==> config.mk <==
export PLATFORM = sky130hd
export DESIGN_NAME = cdo_exec
export DESIGN_NICKNAME = d
export VERILOG_FILES = /design/src/core/cdo_pkg.sv /design/src/core/cdo_div_if.sv /design/src/core/cdo_exec.sv /design/src/core/cdo_divider.sv
export VERILOG_INCLUDE_DIRS = /design/src /design/src/core
export SDC_FILE = /design/constraint.sdc
export NUM_CORES = 1
export LEC_CHECK = 0
export CORE_ASPECT_RATIO = 1.2
export CORE_MARGIN = 2
export CORE_UTILIZATION = 45
export DETAILED_ROUTE_END_ITERATION = 7
export DONT_BUFFER_PORTS = 1
export PLACE_DENSITY = 0.68
export REMOVE_ABC_BUFFERS = 1
export SYNTH_ARGS = -nofsm -noshare
export SYNTH_HDL_FRONTEND = slang
export SYNTH_SLANG_ARGS = --single-unit
==> constraint.sdc <==
create_clock -name core_clk -period 45.4 [get_ports core_clk]
set_clock_uncertainty 0.2 [all_clocks]
set_input_delay 2.27 -clock core_clk [delete_from_list [all_inputs] [get_ports core_clk]]
set_output_delay 2.27 -clock core_clk [all_outputs]
set_load 0.05 [all_outputs]
==> src/core/cdo_params.svh <==
`ifndef CDO_PARAMS_SVH
`define CDO_PARAMS_SVH
`define CDO_ZERO 16'h0000
`define CDO_ONE 16'h0001
`define CDO_TWO 16'h0002
`define CDO_ALL_ONES 16'hffff
`define CDO_CYC_BASE 3'h1
`define CDO_CYC_SKIP 3'h2
`define CDO_CYC_SKIP_LONG 3'h3
`define CDO_CYC_BRANCH 3'h5
`define CDO_CYC_CTX 3'h2
`define CDO_CYC_DIV 3'h6
`define CDO_CTX_RESET 3'h0
`define CDO_HOLD_W 14
`define CDO_DIV_LAST_STEP 2'h3
`define CDO_DIV_BITS 8
`define CDO_FRAC_PAD 15'h0000
`define CDO_BCD_MAX 4'h9
`define CDO_BCD_LO_FIX 9'h006
`define CDO_BCD_HI_FIX 9'h060
`endif

==> src/core/cdo_pkg.sv <==
package cdo_pkg;
	typedef enum logic [4:0] {
		zero_out_op = 5'h00,
		zero_out_acc = 5'h01,
		invert_op = 5'h02,
		magnitude_test_op = 5'h03,
		zero_test_op = 5'h04,
		borrow_test_op = 5'h05,
		skip_on_equal = 5'h06,
		skip_on_greater = 5'h07,
		skip_on_less = 5'h08,
		skip_on_unequal = 5'h09,
		branch_on_equal = 5'h0a,
		branch_on_greater = 5'h0b,
		branch_on_less = 5'h0c,
		branch_on_unequal = 5'h0d,
		register_bank_switch = 5'h0e,
		bcd_adjust_byte = 5'h0f,
		minus_one_op = 5'h10,
		minus_two_op = 5'h11,
		irq_hold_for_cycles = 5'h12,
		fractional_quotient = 5'h13,
		long_signed_quotient = 5'h14,
		long_unsigned_quotient = 5'h15,
		short_signed_quotient = 5'h16,
		short_unsigned_quotient = 5'h17,
		preserving_fractional_quotient = 5'h18,
		preserving_signed_quotient = 5'h19,
		preserving_long_signed_quotient = 5'h1a
	} cdo_op_e;

	typedef enum logic [1:0] {
		div_idle = 2'b00,
		div_iter = 2'b01,
		div_fix = 2'b11
	} cdo_div_state_e;
endpackage

==> src/core/cdo_div_if.sv <==
interface cdo_div_if;
	logic start;
	logic is_signed;
	logic [31:0] dividend;
	logic [15:0] divisor;
	logic valid;
	logic [15:0] quotient;
	logic [15:0] remainder;
	logic ovf;
	logic rem_nz;
	modport ctrl(output start, is_signed, dividend, divisor,
		input valid, quotient, remainder, ovf, rem_nz);
	modport engine(input start, is_signed, dividend, divisor,
		output valid, quotient, remainder, ovf, rem_nz);
endinterface

==> src/core/cdo_exec.sv <==
// Overview of operation
// RULE1 - Zero test compares operand with zero, sets five flags, keeps operand, one cycle.
// RULE2 - Magnitude test subtracts source from base, discards it, sets five flags.
// RULE3 - Borrow test subtracts operand and inverted carry, discards result, sets flags.
// RULE4 - File form of borrow test compares file with default register, writes nothing.
// RULE5 - Equal skip skips when equal: one cycle, or two or three when skipping; flags kept.
// RULE6 - Greater, less and unequal skips time like the equal skip, flags kept.
// RULE7 - Equal branch takes one cycle, or five when taken; flags kept.
// RULE8 - Greater, less and unequal branches time like the equal branch.
// RULE9 - Bank switch by immediate selects a register context in two cycles.
// RULE10 - Bank switch by register takes context from a register, two cycles.
// RULE11 - Byte decimal adjust corrects low byte to BCD, changes only carry.
// RULE12 - Interrupt hold blocks interrupts for the next k cycles.
// RULE13 - Preserving long signed divide takes six cycles, keeps the register pair.
// RULE14 - Preserving fractional divide takes six cycles, keeps the register pair.
// RULE15 - Operands in peripheral registers add one cycle to reads.
// RULE16 - Software repeats non-preserving divides six times with a prefix.
// RULE17 - Zero out writes zero; accumulator form clears its overflow and clip flags.
// RULE18 - Minus one and two write base less one or two, set five flags.
// RULE19 - Invert writes the complement, updates only negative and zero.
`include "cdo_params.svh"
module cdo_exec #(
	parameter int HOLD_W = `CDO_HOLD_W
) (
	// Clock and reset
	input wire logic core_clk,
	input wire logic rst_n,
	// Instruction issue
	input wire logic op_valid,
	input wire cdo_pkg::cdo_op_e op,
	input wire logic [15:0] base_val,
	input wire logic [15:0] base_hi,
	input wire logic [15:0] src_val,
	input wire logic acc_sel,
	input wire logic op_sfr,
	input wire logic next_two_word,
	// Sequencing
	output logic op_ready,
	output logic busy,
	output logic done,
	output logic skip_taken,
	output logic branch_taken,
	// Results
	output logic [15:0] result,
	output logic result_we,
	output logic [15:0] remainder,
	output logic pair_we,
	// Processor state
	output logic [2:0] ctx,
	output logic irq_blocked,
	// Status flags
	output logic c_flag,
	output logic half_carry_flag,
	output logic n_flag,
	output logic signed_wrap_flag,
	output logic z_flag,
	output logic accum_a_overflow,
	output logic accum_b_overflow,
	output logic accum_a_clip_flag,
	output logic accum_b_clip_flag
);
	logic accept;
	logic is_div;
	logic [15:0] sub_b;
	logic sub_cin;
	logic [16:0] sub_sum;
	logic [8:0] lo_sum;
	logic sub_ov;
	logic cmp_hit;
	logic [8:0] bcd;
	logic bcd_c;
	logic upd_arith;
	logic [2:0] cnt, next_cnt;
	logic pend_we, next_pend_we;
	logic pend_pair, next_pend_pair;
	logic pend_skip, next_pend_skip;
	logic pend_br, next_pend_br;
	logic next_ready, next_busy, next_done, next_skip, next_branch;
	logic [15:0] next_result, next_remainder;
	logic next_result_we, next_pair_we;
	logic [2:0] next_ctx;
	logic next_c, next_dc, next_n, next_ov, next_z, next_oa, next_ob, next_sa, next_sb;
	logic [HOLD_W-1:0] hold, next_hold, hold_k;
	logic next_blocked;
	logic [2:0] src_ctx;

	cdo_div_if div ();

	cdo_divider u_div (
		.core_clk(core_clk),
		.rst_n(rst_n),
		.dv(div.engine)
	);

	assign accept = op_valid && op_ready;
	assign is_div = op inside {cdo_pkg::fractional_quotient, cdo_pkg::long_signed_quotient,
		cdo_pkg::long_unsigned_quotient, cdo_pkg::short_signed_quotient,
		cdo_pkg::short_unsigned_quotient, cdo_pkg::preserving_fractional_quotient,
		cdo_pkg::preserving_signed_quotient, cdo_pkg::preserving_long_signed_quotient};
	assign hold_k = src_val[HOLD_W-1:0];
	assign src_ctx = src_val[2:0];

	// ----------------------------------------------------------------
	// Shared subtractor, comparator and decimal adjuster.
	// ----------------------------------------------------------------
	always_comb begin
		sub_b = src_val;
		sub_cin = 1'b1;
		case (op)
			cdo_pkg::zero_test_op: sub_b = `CDO_ZERO;
			cdo_pkg::borrow_test_op: sub_cin = c_flag;
			cdo_pkg::minus_one_op: sub_b = `CDO_ONE;
			cdo_pkg::minus_two_op: sub_b = `CDO_TWO;
			default: ;
		endcase
		sub_sum = {1'b0, base_val} + {1'b0, ~sub_b} + {16'h0000, sub_cin};
		lo_sum = {1'b0, base_val[7:0]} + {1'b0, ~sub_b[7:0]} + {8'h00, sub_cin};
		sub_ov = (base_val[15] != sub_b[15]) && (sub_sum[15] != base_val[15]);
		case (op)
			cdo_pkg::skip_on_equal, cdo_pkg::branch_on_equal: cmp_hit = base_val == src_val;
			cdo_pkg::skip_on_greater, cdo_pkg::branch_on_greater:
				cmp_hit = $signed(base_val) > $signed(src_val);
			cdo_pkg::skip_on_less, cdo_pkg::branch_on_less:
				cmp_hit = $signed(base_val) < $signed(src_val);
			cdo_pkg::skip_on_unequal, cdo_pkg::branch_on_unequal: cmp_hit = base_val != src_val;
			default: cmp_hit = 1'b0;
		endcase
		bcd = {1'b0, base_val[7:0]};
		bcd_c = c_flag;
		if (half_carry_flag || (bcd[3:0] > `CDO_BCD_MAX)) begin
			bcd = bcd + `CDO_BCD_LO_FIX;
		end
		if (bcd_c || bcd[8] || (bcd[7:4] > `CDO_BCD_MAX)) begin
			bcd = bcd + `CDO_BCD_HI_FIX;
			bcd_c = 1'b1;
		end
	end

	// Dividend shaping for the divide engine.
	always_comb begin
		div.start = accept && is_div;
		div.divisor = src_val;
		div.is_signed = 1'b1;
		div.dividend = {{16{base_val[15]}}, base_val};
		case (op)
			cdo_pkg::long_signed_quotient, cdo_pkg::preserving_long_signed_quotient:
				div.dividend = {base_hi, base_val};
			cdo_pkg::long_unsigned_quotient: begin
				div.dividend = {base_hi, base_val};
				div.is_signed = 1'b0;
			end
			cdo_pkg::short_unsigned_quotient: begin
				div.dividend = {`CDO_ZERO, base_val};
				div.is_signed = 1'b0;
			end
			cdo_pkg::fractional_quotient, cdo_pkg::preserving_fractional_quotient:
				div.dividend = {base_val[15], base_val, `CDO_FRAC_PAD};
			default: ;
		endcase
	end

	// ----------------------------------------------------------------
	// Execution sequencing, results and flags.
	// ----------------------------------------------------------------
	always_comb begin
		next_cnt = (cnt == 3'h0) ? cnt : 3'(cnt - 3'h1);
		next_pend_we = pend_we;
		next_pend_pair = pend_pair;
		next_pend_skip = pend_skip;
		next_pend_br = pend_br;
		next_result = result;
		next_remainder = remainder;
		next_ctx = ctx;
		next_c = c_flag;
		next_dc = half_carry_flag;
		next_n = n_flag;
		next_ov = signed_wrap_flag;
		next_z = z_flag;
		next_oa = accum_a_overflow;
		next_ob = accum_b_overflow;
		next_sa = accum_a_clip_flag;
		next_sb = accum_b_clip_flag;
		upd_arith = 1'b0;
		if (accept) begin
			next_pend_we = 1'b0;
			next_pend_pair = 1'b0;
			next_pend_skip = 1'b0;
			next_pend_br = 1'b0;
			next_cnt = 3'(`CDO_CYC_BASE + {2'h0, op_sfr}); // RULE15
			case (op)
				cdo_pkg::zero_out_op: begin
					next_result = `CDO_ZERO; // RULE17
					next_pend_we = 1'b1;
				end
				cdo_pkg::zero_out_acc: begin
					if (acc_sel) begin
						next_ob = 1'b0; // RULE17
						next_sb = 1'b0;
					end else begin
						next_oa = 1'b0; // RULE17
						next_sa = 1'b0;
					end
				end
				cdo_pkg::invert_op: begin
					next_result = ~base_val; // RULE19
					next_pend_we = 1'b1;
					next_n = ~base_val[15];
					next_z = base_val == `CDO_ALL_ONES;
				end
				cdo_pkg::magnitude_test_op, cdo_pkg::zero_test_op, cdo_pkg::borrow_test_op:
					upd_arith = 1'b1; // RULE1 RULE2 RULE3 RULE4
				cdo_pkg::minus_one_op, cdo_pkg::minus_two_op: begin
					upd_arith = 1'b1; // RULE18
					next_result = sub_sum[15:0];
					next_pend_we = 1'b1;
				end
				cdo_pkg::skip_on_equal, cdo_pkg::skip_on_greater, cdo_pkg::skip_on_less,
				cdo_pkg::skip_on_unequal: begin
					if (cmp_hit) begin
						next_pend_skip = 1'b1; // RULE5 RULE6
						next_cnt = next_two_word ? `CDO_CYC_SKIP_LONG : `CDO_CYC_SKIP;
					end
				end
				cdo_pkg::branch_on_equal, cdo_pkg::branch_on_greater, cdo_pkg::branch_on_less,
				cdo_pkg::branch_on_unequal: begin
					if (cmp_hit) begin
						next_pend_br = 1'b1; // RULE7 RULE8
						next_cnt = `CDO_CYC_BRANCH;
					end
				end
				cdo_pkg::register_bank_switch: begin
					next_ctx = src_val[2:0]; // RULE9 RULE10
					next_cnt = `CDO_CYC_CTX;
				end
				cdo_pkg::bcd_adjust_byte: begin
					next_result = {base_val[15:8], bcd[7:0]}; // RULE11
					next_c = bcd_c;
					next_pend_we = 1'b1;
				end
				cdo_pkg::irq_hold_for_cycles: ;
				default: begin
					next_cnt = `CDO_CYC_DIV; // RULE13 RULE14
					next_pend_pair = !(op inside {cdo_pkg::preserving_fractional_quotient,
						cdo_pkg::preserving_signed_quotient,
						cdo_pkg::preserving_long_signed_quotient}); // RULE16
					next_pend_we = !next_pend_pair;
				end
			endcase
			if (upd_arith) begin
				next_c = sub_sum[16];
				next_dc = lo_sum[8];
				next_n = sub_sum[15];
				next_ov = sub_ov;
				// Borrow chains only ever clear zero, so a multiword compare stays correct.
				next_z = (op == cdo_pkg::borrow_test_op) ? (z_flag && sub_sum[15:0] == `CDO_ZERO) :
					(sub_sum[15:0] == `CDO_ZERO); // RULE3
			end
		end
		if (div.valid) begin
			next_result = div.quotient; // RULE13 RULE14
			next_remainder = div.remainder;
			next_n = div.quotient[15];
			next_z = div.quotient == `CDO_ZERO;
			next_c = div.rem_nz;
			next_ov = div.ovf;
		end
		next_busy = next_cnt != 3'h0;
		next_done = next_cnt == 3'h1;
		next_ready = next_cnt <= 3'h1;
		next_result_we = next_done && next_pend_we;
		next_pair_we = next_done && next_pend_pair;
		next_skip = next_done && next_pend_skip;
		next_branch = next_done && next_pend_br;
	end

	// Interrupt hold counter.
	always_comb begin
		next_hold = (hold == '0) ? hold : HOLD_W'(hold - 1'b1);
		if (accept && op == cdo_pkg::irq_hold_for_cycles) begin
			next_hold = hold_k; // RULE12
		end
		next_blocked = next_hold != '0;
	end

	always_ff @(posedge core_clk or negedge rst_n) begin
		if (!rst_n) begin
			cnt <= 3'h0;
			pend_we <= 1'b0;
			pend_pair <= 1'b0;
			pend_skip <= 1'b0;
			pend_br <= 1'b0;
			op_ready <= 1'b1;
			busy <= 1'b0;
			done <= 1'b0;
			skip_taken <= 1'b0;
			branch_taken <= 1'b0;
			result <= `CDO_ZERO;
			result_we <= 1'b0;
			remainder <= `CDO_ZERO;
			pair_we <= 1'b0;
			ctx <= `CDO_CTX_RESET;
			c_flag <= 1'b0;
			half_carry_flag <= 1'b0;
			n_flag <= 1'b0;
			signed_wrap_flag <= 1'b0;
			z_flag <= 1'b0;
			accum_a_overflow <= 1'b0;
			accum_b_overflow <= 1'b0;
			accum_a_clip_flag <= 1'b0;
			accum_b_clip_flag <= 1'b0;
			hold <= '0;
			irq_blocked <= 1'b0;
		end else begin
			cnt <= next_cnt;
			pend_we <= next_pend_we;
			pend_pair <= next_pend_pair;
			pend_skip <= next_pend_skip;
			pend_br <= next_pend_br;
			op_ready <= next_ready;
			busy <= next_busy;
			done <= next_done;
			skip_taken <= next_skip;
			branch_taken <= next_branch;
			result <= next_result;
			result_we <= next_result_we;
			remainder <= next_remainder;
			pair_we <= next_pair_we;
			ctx <= next_ctx;
			c_flag <= next_c;
			half_carry_flag <= next_dc;
			n_flag <= next_n;
			signed_wrap_flag <= next_ov;
			z_flag <= next_z;
			accum_a_overflow <= next_oa;
			accum_b_overflow <= next_ob;
			accum_a_clip_flag <= next_sa;
			accum_b_clip_flag <= next_sb;
			hold <= next_hold;
			irq_blocked <= next_blocked;
		end
	end
endmodule

==> src/core/cdo_divider.sv <==
`include "cdo_params.svh"
module cdo_divider (
	// Clock and reset
	input wire logic core_clk,
	input wire logic rst_n,
	// Engine side of the divide link
	cdo_div_if.engine dv
);
	cdo_pkg::cdo_div_state_e state;
	cdo_pkg::cdo_div_state_e next_state;
	logic [1:0] step;
	logic [1:0] next_step;
	logic [31:0] quo;
	logic [31:0] next_quo;
	logic [15:0] rem;
	logic [15:0] next_rem;
	logic [15:0] dvs;
	logic [15:0] next_dvs;
	logic neg_q;
	logic next_neg_q;
	logic neg_r;
	logic next_neg_r;
	logic sgn;
	logic next_sgn;
	logic [31:0] q_fix;
	logic [15:0] rem_ch [0:`CDO_DIV_BITS];
	logic [31:0] quo_ch [0:`CDO_DIV_BITS];

	// ----------------------------------------------------------------
	// Restoring steps, eight quotient bits per cycle.
	// ----------------------------------------------------------------
	assign rem_ch[0] = rem;
	assign quo_ch[0] = quo;
	for (genvar g = 0; g < `CDO_DIV_BITS; g++) begin : g_step
		logic [16:0] trial;
		logic fits;
		assign trial = {rem_ch[g], quo_ch[g][31]};
		assign fits = trial >= {1'b0, dvs};
		assign rem_ch[g + 1] = fits ? 16'(trial - {1'b0, dvs}) : trial[15:0];
		assign quo_ch[g + 1] = {quo_ch[g][30:0], fits};
	end

	always_comb begin
		next_state = state;
		next_step = step;
		next_quo = quo;
		next_rem = rem;
		next_dvs = dvs;
		next_neg_q = neg_q;
		next_neg_r = neg_r;
		next_sgn = sgn;
		case (state)
			cdo_pkg::div_idle: begin
				if (dv.start) begin
					next_sgn = dv.is_signed;
					next_neg_r = dv.is_signed && dv.dividend[31];
					next_neg_q = next_neg_r ^ (dv.is_signed && dv.divisor[15]);
					next_quo = next_neg_r ? -dv.dividend : dv.dividend;
					next_dvs = (dv.is_signed && dv.divisor[15]) ? -dv.divisor : dv.divisor;
					next_rem = `CDO_ZERO;
					next_step = 2'h0;
					next_state = cdo_pkg::div_iter;
				end
			end
			cdo_pkg::div_iter: begin
				next_quo = quo_ch[`CDO_DIV_BITS];
				next_rem = rem_ch[`CDO_DIV_BITS];
				next_step = 2'(step + 2'h1);
				if (step == `CDO_DIV_LAST_STEP) begin
					next_state = cdo_pkg::div_fix;
				end
			end
			default: next_state = cdo_pkg::div_idle;
		endcase
	end

	always_ff @(posedge core_clk or negedge rst_n) begin
		if (!rst_n) begin
			state <= cdo_pkg::div_idle;
			step <= 2'h0;
			quo <= 32'h00000000;
			rem <= `CDO_ZERO;
			dvs <= `CDO_ZERO;
			neg_q <= 1'b0;
			neg_r <= 1'b0;
			sgn <= 1'b0;
		end else begin
			state <= next_state;
			step <= next_step;
			quo <= next_quo;
			rem <= next_rem;
			dvs <= next_dvs;
			neg_q <= next_neg_q;
			neg_r <= next_neg_r;
			sgn <= next_sgn;
		end
	end

	// Results are valid during the single fix-up cycle.
	assign q_fix = neg_q ? -quo : quo;
	assign dv.valid = state == cdo_pkg::div_fix;
	assign dv.quotient = q_fix[15:0];
	assign dv.remainder = neg_r ? -rem : rem;
	assign dv.rem_nz = rem != `CDO_ZERO;
	assign dv.ovf = (dvs == `CDO_ZERO) ||
		(sgn ? (q_fix[31:15] != {17{q_fix[15]}}) : (quo[31:16] != `CDO_ZERO));
endmodule

==> impl_summary.log, run 1 <==
INFO  metric place_area = 0.0183 mm2
INFO  metric first_global_vias = 17100
INFO  metric async_flop_share = 1.00
INFO  metric placed_cells_incl_taps = 2844
INFO  metric detail_route.vias_per_cell = 6.24
INFO  metric maxClockFrequency = 37.1 MHz
INFO  metric termination_of_the_worst_setup_path = u_div.rem[14]
INFO  metric maximum_root_to_sink_buffer_count = 2
INFO  metric cts_hold_buf = 0
INFO  metric worstPathRequired = 45.58 ns
INFO  metric yosysTopAreaCellShare = 0.194
INFO  metric initial_core_util = 0.454
INFO  metric crit_share_post_route = 0.593
INFO  metric setup.worst_path.start = u_div.dvs[14]
INFO  metric drt_first_pass_iters = 6
INFO  metric grt_start_max_net_pins = 141
INFO  metric tightestPinTransition = 1.22 ns
INFO  metric cts_buffers = 17
INFO  metric clk_pin_slew = 0.06 ns
INFO  metric hold_viol_final = 0
INFO  metric die_w = 186 um
INFO  metric status = finished clean
INFO  metric final_critical_path_setup_slack = 18.46 ns
INFO  metric startpoint_type = flip-flop
INFO  metric postCtsResizedCells = 0
INFO  metric numClockSinks = 140
INFO  metric r2r_cells = 98
INFO  metric syn_area = 0.0180 mm2
INFO  metric postSynthRegisterBits = 140
INFO  metric synth.area.top_cells = sky130_fd_sc_hd__dfrtp_1 19%, sky130_fd_sc_hd__ha_1 12%, sky130_fd_sc_hd__o21ai_0 5.6%
INFO  metric endpoint_kind = flip-flop
INFO  metric finish.instance_area = 0.0189 mm2
INFO  metric first_iter_violations = 1420
INFO  metric rsz0062_at_grt = no
INFO  metric antenna_violating_nets_post_route = 0
INFO  metric grt_first_pass_wirelength = 92.7 mm
INFO  metric worst_slack_at_placement = 19.11 ns
INFO  metric core.rowCount = 80
INFO  metric deepest_level_of_the_cts_h_tree = 4
INFO  metric timing.setup.critical_path_class = flip-flop to flip-flop
INFO  metric hp-class = flip-flop to flip-flop
INFO  metric areaGrowthSynthToFinish = 5.53%
INFO  metric gp_congestion = 0.957
INFO  metric routed_wirelength = 59.9 mm
INFO  metric ctsRootBufferMaster = sky130_fd_sc_hd__clkbuf_16
INFO  metric post-cts-setup-buffer-count = 0
INFO  metric synthDominantAreaCellType = sky130_fd_sc_hd__dfrtp_1
INFO  metric drc_errors = 0
INFO  metric dieArea = 0.0415 mm2
INFO  metric cpPeakStageDelay = 0.79 ns
INFO  metric drt-wirelength-per-cell = 20.8 um
INFO  metric synth.distinct_cells = 96
INFO  metric ys_dominant_reg_cell = sky130_fd_sc_hd__dfrtp_1
INFO  metric cts_tree = yes
INFO  metric portion_of_the_post_synthesis_area_used_by_sequential_elements = 0.195
INFO  metric final.setup.tns = 0 ns
INFO  metric core_area = 0.0395 mm2
INFO  metric gr-total-overflow = 0
INFO  metric critPathArrivalTime = 27.12 ns
INFO  metric cell_type_of_the_slowest_stage_on_the_worst_timing_path = sky130_fd_sc_hd__or2_1
INFO  metric setup.reg_to_reg.worst_slack = 18.46 ns
INFO  metric min_cycle_time_layout = 26.94 ns
INFO  metric route.vias.total = 17900
INFO  metric synth_enable_flop_cells = 0
INFO  metric netlist_top_cells_count = 258 x sky130_fd_sc_hd__nand2_1, 220 x sky130_fd_sc_hd__nor2_1, 201 x sky130_fd_sc_hd__o21ai_0
INFO  metric design.final.nets = 2569
INFO  metric groute.usage.overall = 0.281
INFO  metric fp.dieH = 223 um
INFO  metric io_pins = 111
INFO  metric max_slew_violation_count = 0
INFO  metric antenna_found_initial = 0
INFO  metric path_common_cell = sky130_fd_sc_hd__o21ai_0
INFO  metric maxCapViolCount = 0
INFO  metric post-synth-top-count-cell = sky130_fd_sc_hd__nand2_1
INFO  metric clock_latency = 0.44 ns
INFO  metric syn_inst = 2402
INFO  metric portBuffers = 0
INFO  metric post_synth.cell_area_avg = 7.48 um2
INFO  metric synth-warning-count = 0
INFO  metric critical_path_peak_fanout = 24
INFO  metric antenna_cells = 0
INFO  metric worst_r2r_startpoint = u_div.dvs[14]
INFO  metric dp_hpwl = 46.2 mm
INFO  metric timing.final.setup_violations = 0
INFO  metric worst_r2r_endpoint = u_div.rem[14]
INFO  metric worst_slew_margin_rel = 0.182
INFO  metric post_layout_nonfiller_instances = 2874
INFO  metric share_of_cells_above_drive_strength_1 = 0.0602
sequential cells by signal (all words and copies together) (netlist names), 2 cells and up:
register,cells
ctx,3
result,16
u_div.rem,16
remainder,16
hold,14
u_div.quo,32
u_div.state,2
u_div.step,2
cnt,3
u_div.dvs,16
worst max-delay path: cells and delay by family, from the launching register on:
family / cells / cell delay (ns)
AO/OA/AOI/OAI: 58 / 16.27
adder cells (fa/ha/maj): 8 / 2.55
buffers and inverters: 7 / 0.96
flip-flops: 1 / 0.39
multiplexers: 1 / 0.33
AND/OR/NAND/NOR: 24 / 6.11
cell families after synthesis:
family / synth area share
adder cells (fa/ha/maj): 0.130
other: 0.000209
XOR/XNOR: 0.0834
buffers and inverters: 0.0564
flip-flops: 0.195
AND/OR/NAND/NOR: 0.230
multiplexers: 0.0489
AO/OA/AOI/OAI: 0.256
cell type report:
cell class	count	area (um2)
Fill cell	3900	20600
Clock buffer	19	453
Timing Repair Buffer	16	120
Sequential cell	140	3500
Inverter	151	567
Clock inverter	11	169
Tap cell	533	667
Multi-Input combinational cell	2004	13500
layout by cell type, fill, tap and decap left out, drive strengths merged, types with 33 or more instances in the layout:
cell type  instances
nand2b            33
inv              151
or3               37
nand3             50
xnor2            108
a21oi            171
o31ai             35
nand4             39
o21ai            208
nand2            258
xor2              63
mux2              51
nor2b             35
ha               170
nor2             221
nor3              51
dfrtp            139
worst min-delay path by stage:
stage	startpoint	to	cells past startpoint
after floorplan	pend_we	pend_we	2
after global placement	pend_we	pend_we	2
after detailed placement	pend_we	pend_we	2
after CTS	pend_we	pend_we	2
after global routing	pend_we	pend_we	2
final	pend_we	pend_we	2
metal layers:
metal | GRT usage | part of all wire | up-vias
li1 | - | - | 8562
met1 | 0.349 | 0.42 | 8554
met2 | 0.474 | 0.47 | 684
met3 | 0.0529 | 0.069 | 126
met4 | 0.121 | 0.041 | 0
met5 | 0 | 0 | -
stage by stage:
stage | hold slack [ns] | util
after global routing | 0.300 | 0.479
after floorplan | 0.240 | -
after detailed placement | 0.261 | 0.464
final | 0.275 | 0.479
after global placement | 0.258 | 0.464
after CTS | 0.276 | 0.479
Power of run 1 is not shown: default switching activity piles up to over one toggle a cycle in this logic, so the estimate is an artifact.
==> inputs of run 2 (changes only) <==
Settings changed: PLACE_DENSITY 0.68 to 0.7.
Clock period 45.4 ns to 24.3 ns, I/O delays scaled along.
==> run 2 against run 1 <==
Effect of this change: the flow now finishes with violations (DRC); sequential share of layout area is 0.26 points lower; via count is 1.2% higher; setup slack worse by 17 ns; non-clock buffer count is 28 higher; die area stayed put; critical path depth is 2 higher; final cell count is 1.0% higher; fmax is 20% higher; core utilization is 0.68 points higher; critical endpoint is now u_div.rem[1].
==> impl_summary.log, run 2 (synthesis gave the netlist of run 1 again) <==
INFO  metric status = finished with violations
INFO  metric violations_in_the_final_reports = DRC
INFO  metric cts_tree = yes
INFO  metric core_area = 0.0395 mm2 (unchanged)
INFO  metric dieArea = 0.0415 mm2 (unchanged)
INFO  metric cts_buffers = 17 (unchanged)
INFO  metric cpPeakStageDelay = 0.50 ns (-0.29 ns)
INFO  metric r2r_cells = 100 (+2.0%)
INFO  metric cts_hold_buf = 0 (unchanged)
INFO  metric first_iter_violations = 1661 (+17%)
INFO  metric antenna_found_initial = 0 (unchanged)
INFO  metric final.setup.tns = 0 ns (unchanged)
INFO  metric design.final.nets = 2597 (+1.1%)
INFO  metric gr-total-overflow = 0 (unchanged)
INFO  metric first_global_vias = 17600 (+2.8%)
INFO  metric endpoint_kind = flip-flop
INFO  metric portBuffers = 0 (unchanged)
INFO  metric startpoint_type = flip-flop
INFO  metric grt_start_max_net_pins = 141 (unchanged)
INFO  metric hold_viol_final = 0 (unchanged)
INFO  metric worstPathRequired = 24.43 ns (-21.15 ns)
INFO  metric initial_core_util = 0.454 (unchanged)
INFO  metric route.vias.total = 18100 (+1.2%)
INFO  metric groute.usage.overall = 0.288 (+0.00748)
INFO  metric timing.setup.critical_path_class = flip-flop to flip-flop
INFO  metric antenna_violating_nets_post_route = 0 (unchanged)
INFO  metric drc_errors = 1 (+1)
INFO  metric max_ffs_per_register = 32 (unchanged)
INFO  metric worst_slew_margin_rel = 0.0903 (-0.0918)
INFO  metric dp_hpwl = 47.8 mm (+3.3%)
INFO  metric cell_type_of_the_slowest_stage_on_the_worst_timing_path = sky130_fd_sc_hd__a2111oi_2
INFO  metric routed_wirelength = 60.7 mm (+1.5%)
INFO  metric hold_slack = 0.266 ns (-0.00858 ns)
INFO  metric drt-wirelength-per-cell = 20.9 um (+0.43%)
INFO  metric rsz0062_at_grt = no
INFO  metric share_of_cells_above_drive_strength_1 = 0.0751 (+0.0148)
INFO  metric critPathArrivalTime = 22.63 ns (-4.49 ns)
INFO  metric worst_r2r_endpoint = u_div.rem[1]
INFO  metric numClockSinks = 140 (unchanged)
INFO  metric maximum_root_to_sink_buffer_count = 2 (unchanged)
INFO  metric io_pins = 111 (unchanged)
INFO  metric most_flops_register = u_div.quo
INFO  metric clk_pin_slew = 0.06 ns (about the same)
INFO  metric detail_route.vias_per_cell = 6.25 (+0.13%)
INFO  metric hp-class = primary input to asynchronous set/reset pin
INFO  metric final_cell_mix = 258 x sky130_fd_sc_hd__nand2_1, 220 x sky130_fd_sc_hd__nor2_1, 197 x sky130_fd_sc_hd__o21ai_0
INFO  metric maxClockFrequency = 44.5 MHz (+20%)
INFO  metric gp_congestion = 1.03 (+7.5%)
INFO  metric core.rowCount = 80 (unchanged)
INFO  metric max_slew_violation_count = 0 (unchanged)
INFO  metric min_cycle_time_layout = 22.50 ns (-4.44 ns)
INFO  metric areaGrowthSynthToFinish = 7.03%
INFO  metric die_w = 186 um (unchanged)
INFO  metric maxCapViolCount = 0 (unchanged)
INFO  metric timing.final.setup_violations = 0 (unchanged)
INFO  metric most_common_cell_after_layout_fill_and_taps_aside = sky130_fd_sc_hd__nand2_1
INFO  metric termination_of_the_worst_setup_path = u_div.rem[1]
INFO  metric worst_r2r_startpoint = u_div.dvs[14]
INFO  metric tightestPinTransition = 1.36 ns (+0.145 ns)
INFO  metric crit_share_post_route = 0.926 (+0.332)
INFO  metric path_common_cell = sky130_fd_sc_hd__o21ai_0
INFO  metric fp.dieH = 223 um (unchanged)
INFO  metric setup.reg_to_reg.worst_slack = 1.80 ns (-16.66 ns)
INFO  metric ctsRootBufferMaster = sky130_fd_sc_hd__clkbuf_16
INFO  metric clock_latency = 0.45 ns (about the same)
INFO  metric antenna_cells = 0 (unchanged)
INFO  metric grt_first_pass_wirelength = 95.6 mm (+3.1%)
INFO  metric final_core_occ = 0.486 (+0.00684)
INFO  metric setup.worst_path.start = u_div.dvs[14]
INFO  metric critical_path_peak_fanout = 16 (-33%)
INFO  metric deepest_level_of_the_cts_h_tree = 4 (unchanged)
INFO  metric drt_first_pass_iters = 8 (+2)
[run 2: cell types whose count changed in the layout (fill, tap and decap cells not counted), moves of 2 or more]
cell                       change
sky130_fd_sc_hd__buf_4        +28
sky130_fd_sc_hd__o21ai_0       -3
sky130_fd_sc_hd__clkinv_2      +2
sky130_fd_sc_hd__o21ai_1       +2
[run 2: worst min-delay path by stage]
stage,start,end,depth (start not counted)
floorplan,pend_we,pend_we,2
global route,rst_n,u_div.rem[1],0
finish,rst_n,u_div.rem[1],0
global placement,pend_we,pend_we,2
CTS,rst_n,u_div.rem[1],0
detailed placement,pend_we,pend_we,2
[run 2: layout make-up]
class	instances	area, um2
sequential	140	3500
clock buffer	20	457
inverter	151	567
timing repair buffer	44	330
multi-input combinational	2004	13500
tap	533	667
clock inverter	12	193
fill	3857	20300
[run 2: routing by layer]
| metal | part of all wire | global-route usage |
|---|---|---|
| met1 | 0.41 | 0.355 |
| met2 | 0.47 | 0.488 |
| met3 | 0.078 | 0.0586 |
| met4 | 0.045 | 0.122 |
| met5 | 0 | 0 |
[run 2: repair_timing]
| action | in CTS | in global routing |
|---|---|---|
| gates resized for setup | 0 | 13 |
| setup buffers | 0 | 0 |
| endpoints found under the setup margin | 0 | 17 |
[run 2: per-stage QoR]
stage / instances / setup WS, ns / area [um2]
3_5_place_dp: 2872 / 0.923 / 18500
3_3_place_gp: 2872 / 1.35 / 18500
5_1_grt: 2904 / 0.0183 / 19200
2_1_floorplan: 2295 / 3.29 / 17500
4_1_cts: 2904 / 0.836 / 19200
6_report: 2904 / 1.80 / 19200
[run 2: critical path, delay by kind of cell (launching register included)]
| kind | cells | cell delay (ns) |
|---|---|---|
| and+or+nand+nor | 24 | 4.35 |
| adders and majority gates | 8 | 2.54 |
| buffers and inverters | 8 | 1.17 |
| AOI/OAI and AO/OA | 58 | 13.16 |
| DFF | 1 | 0.36 |
| muxes | 2 | 0.57 |
Power of run 2 is left out for the same reason.
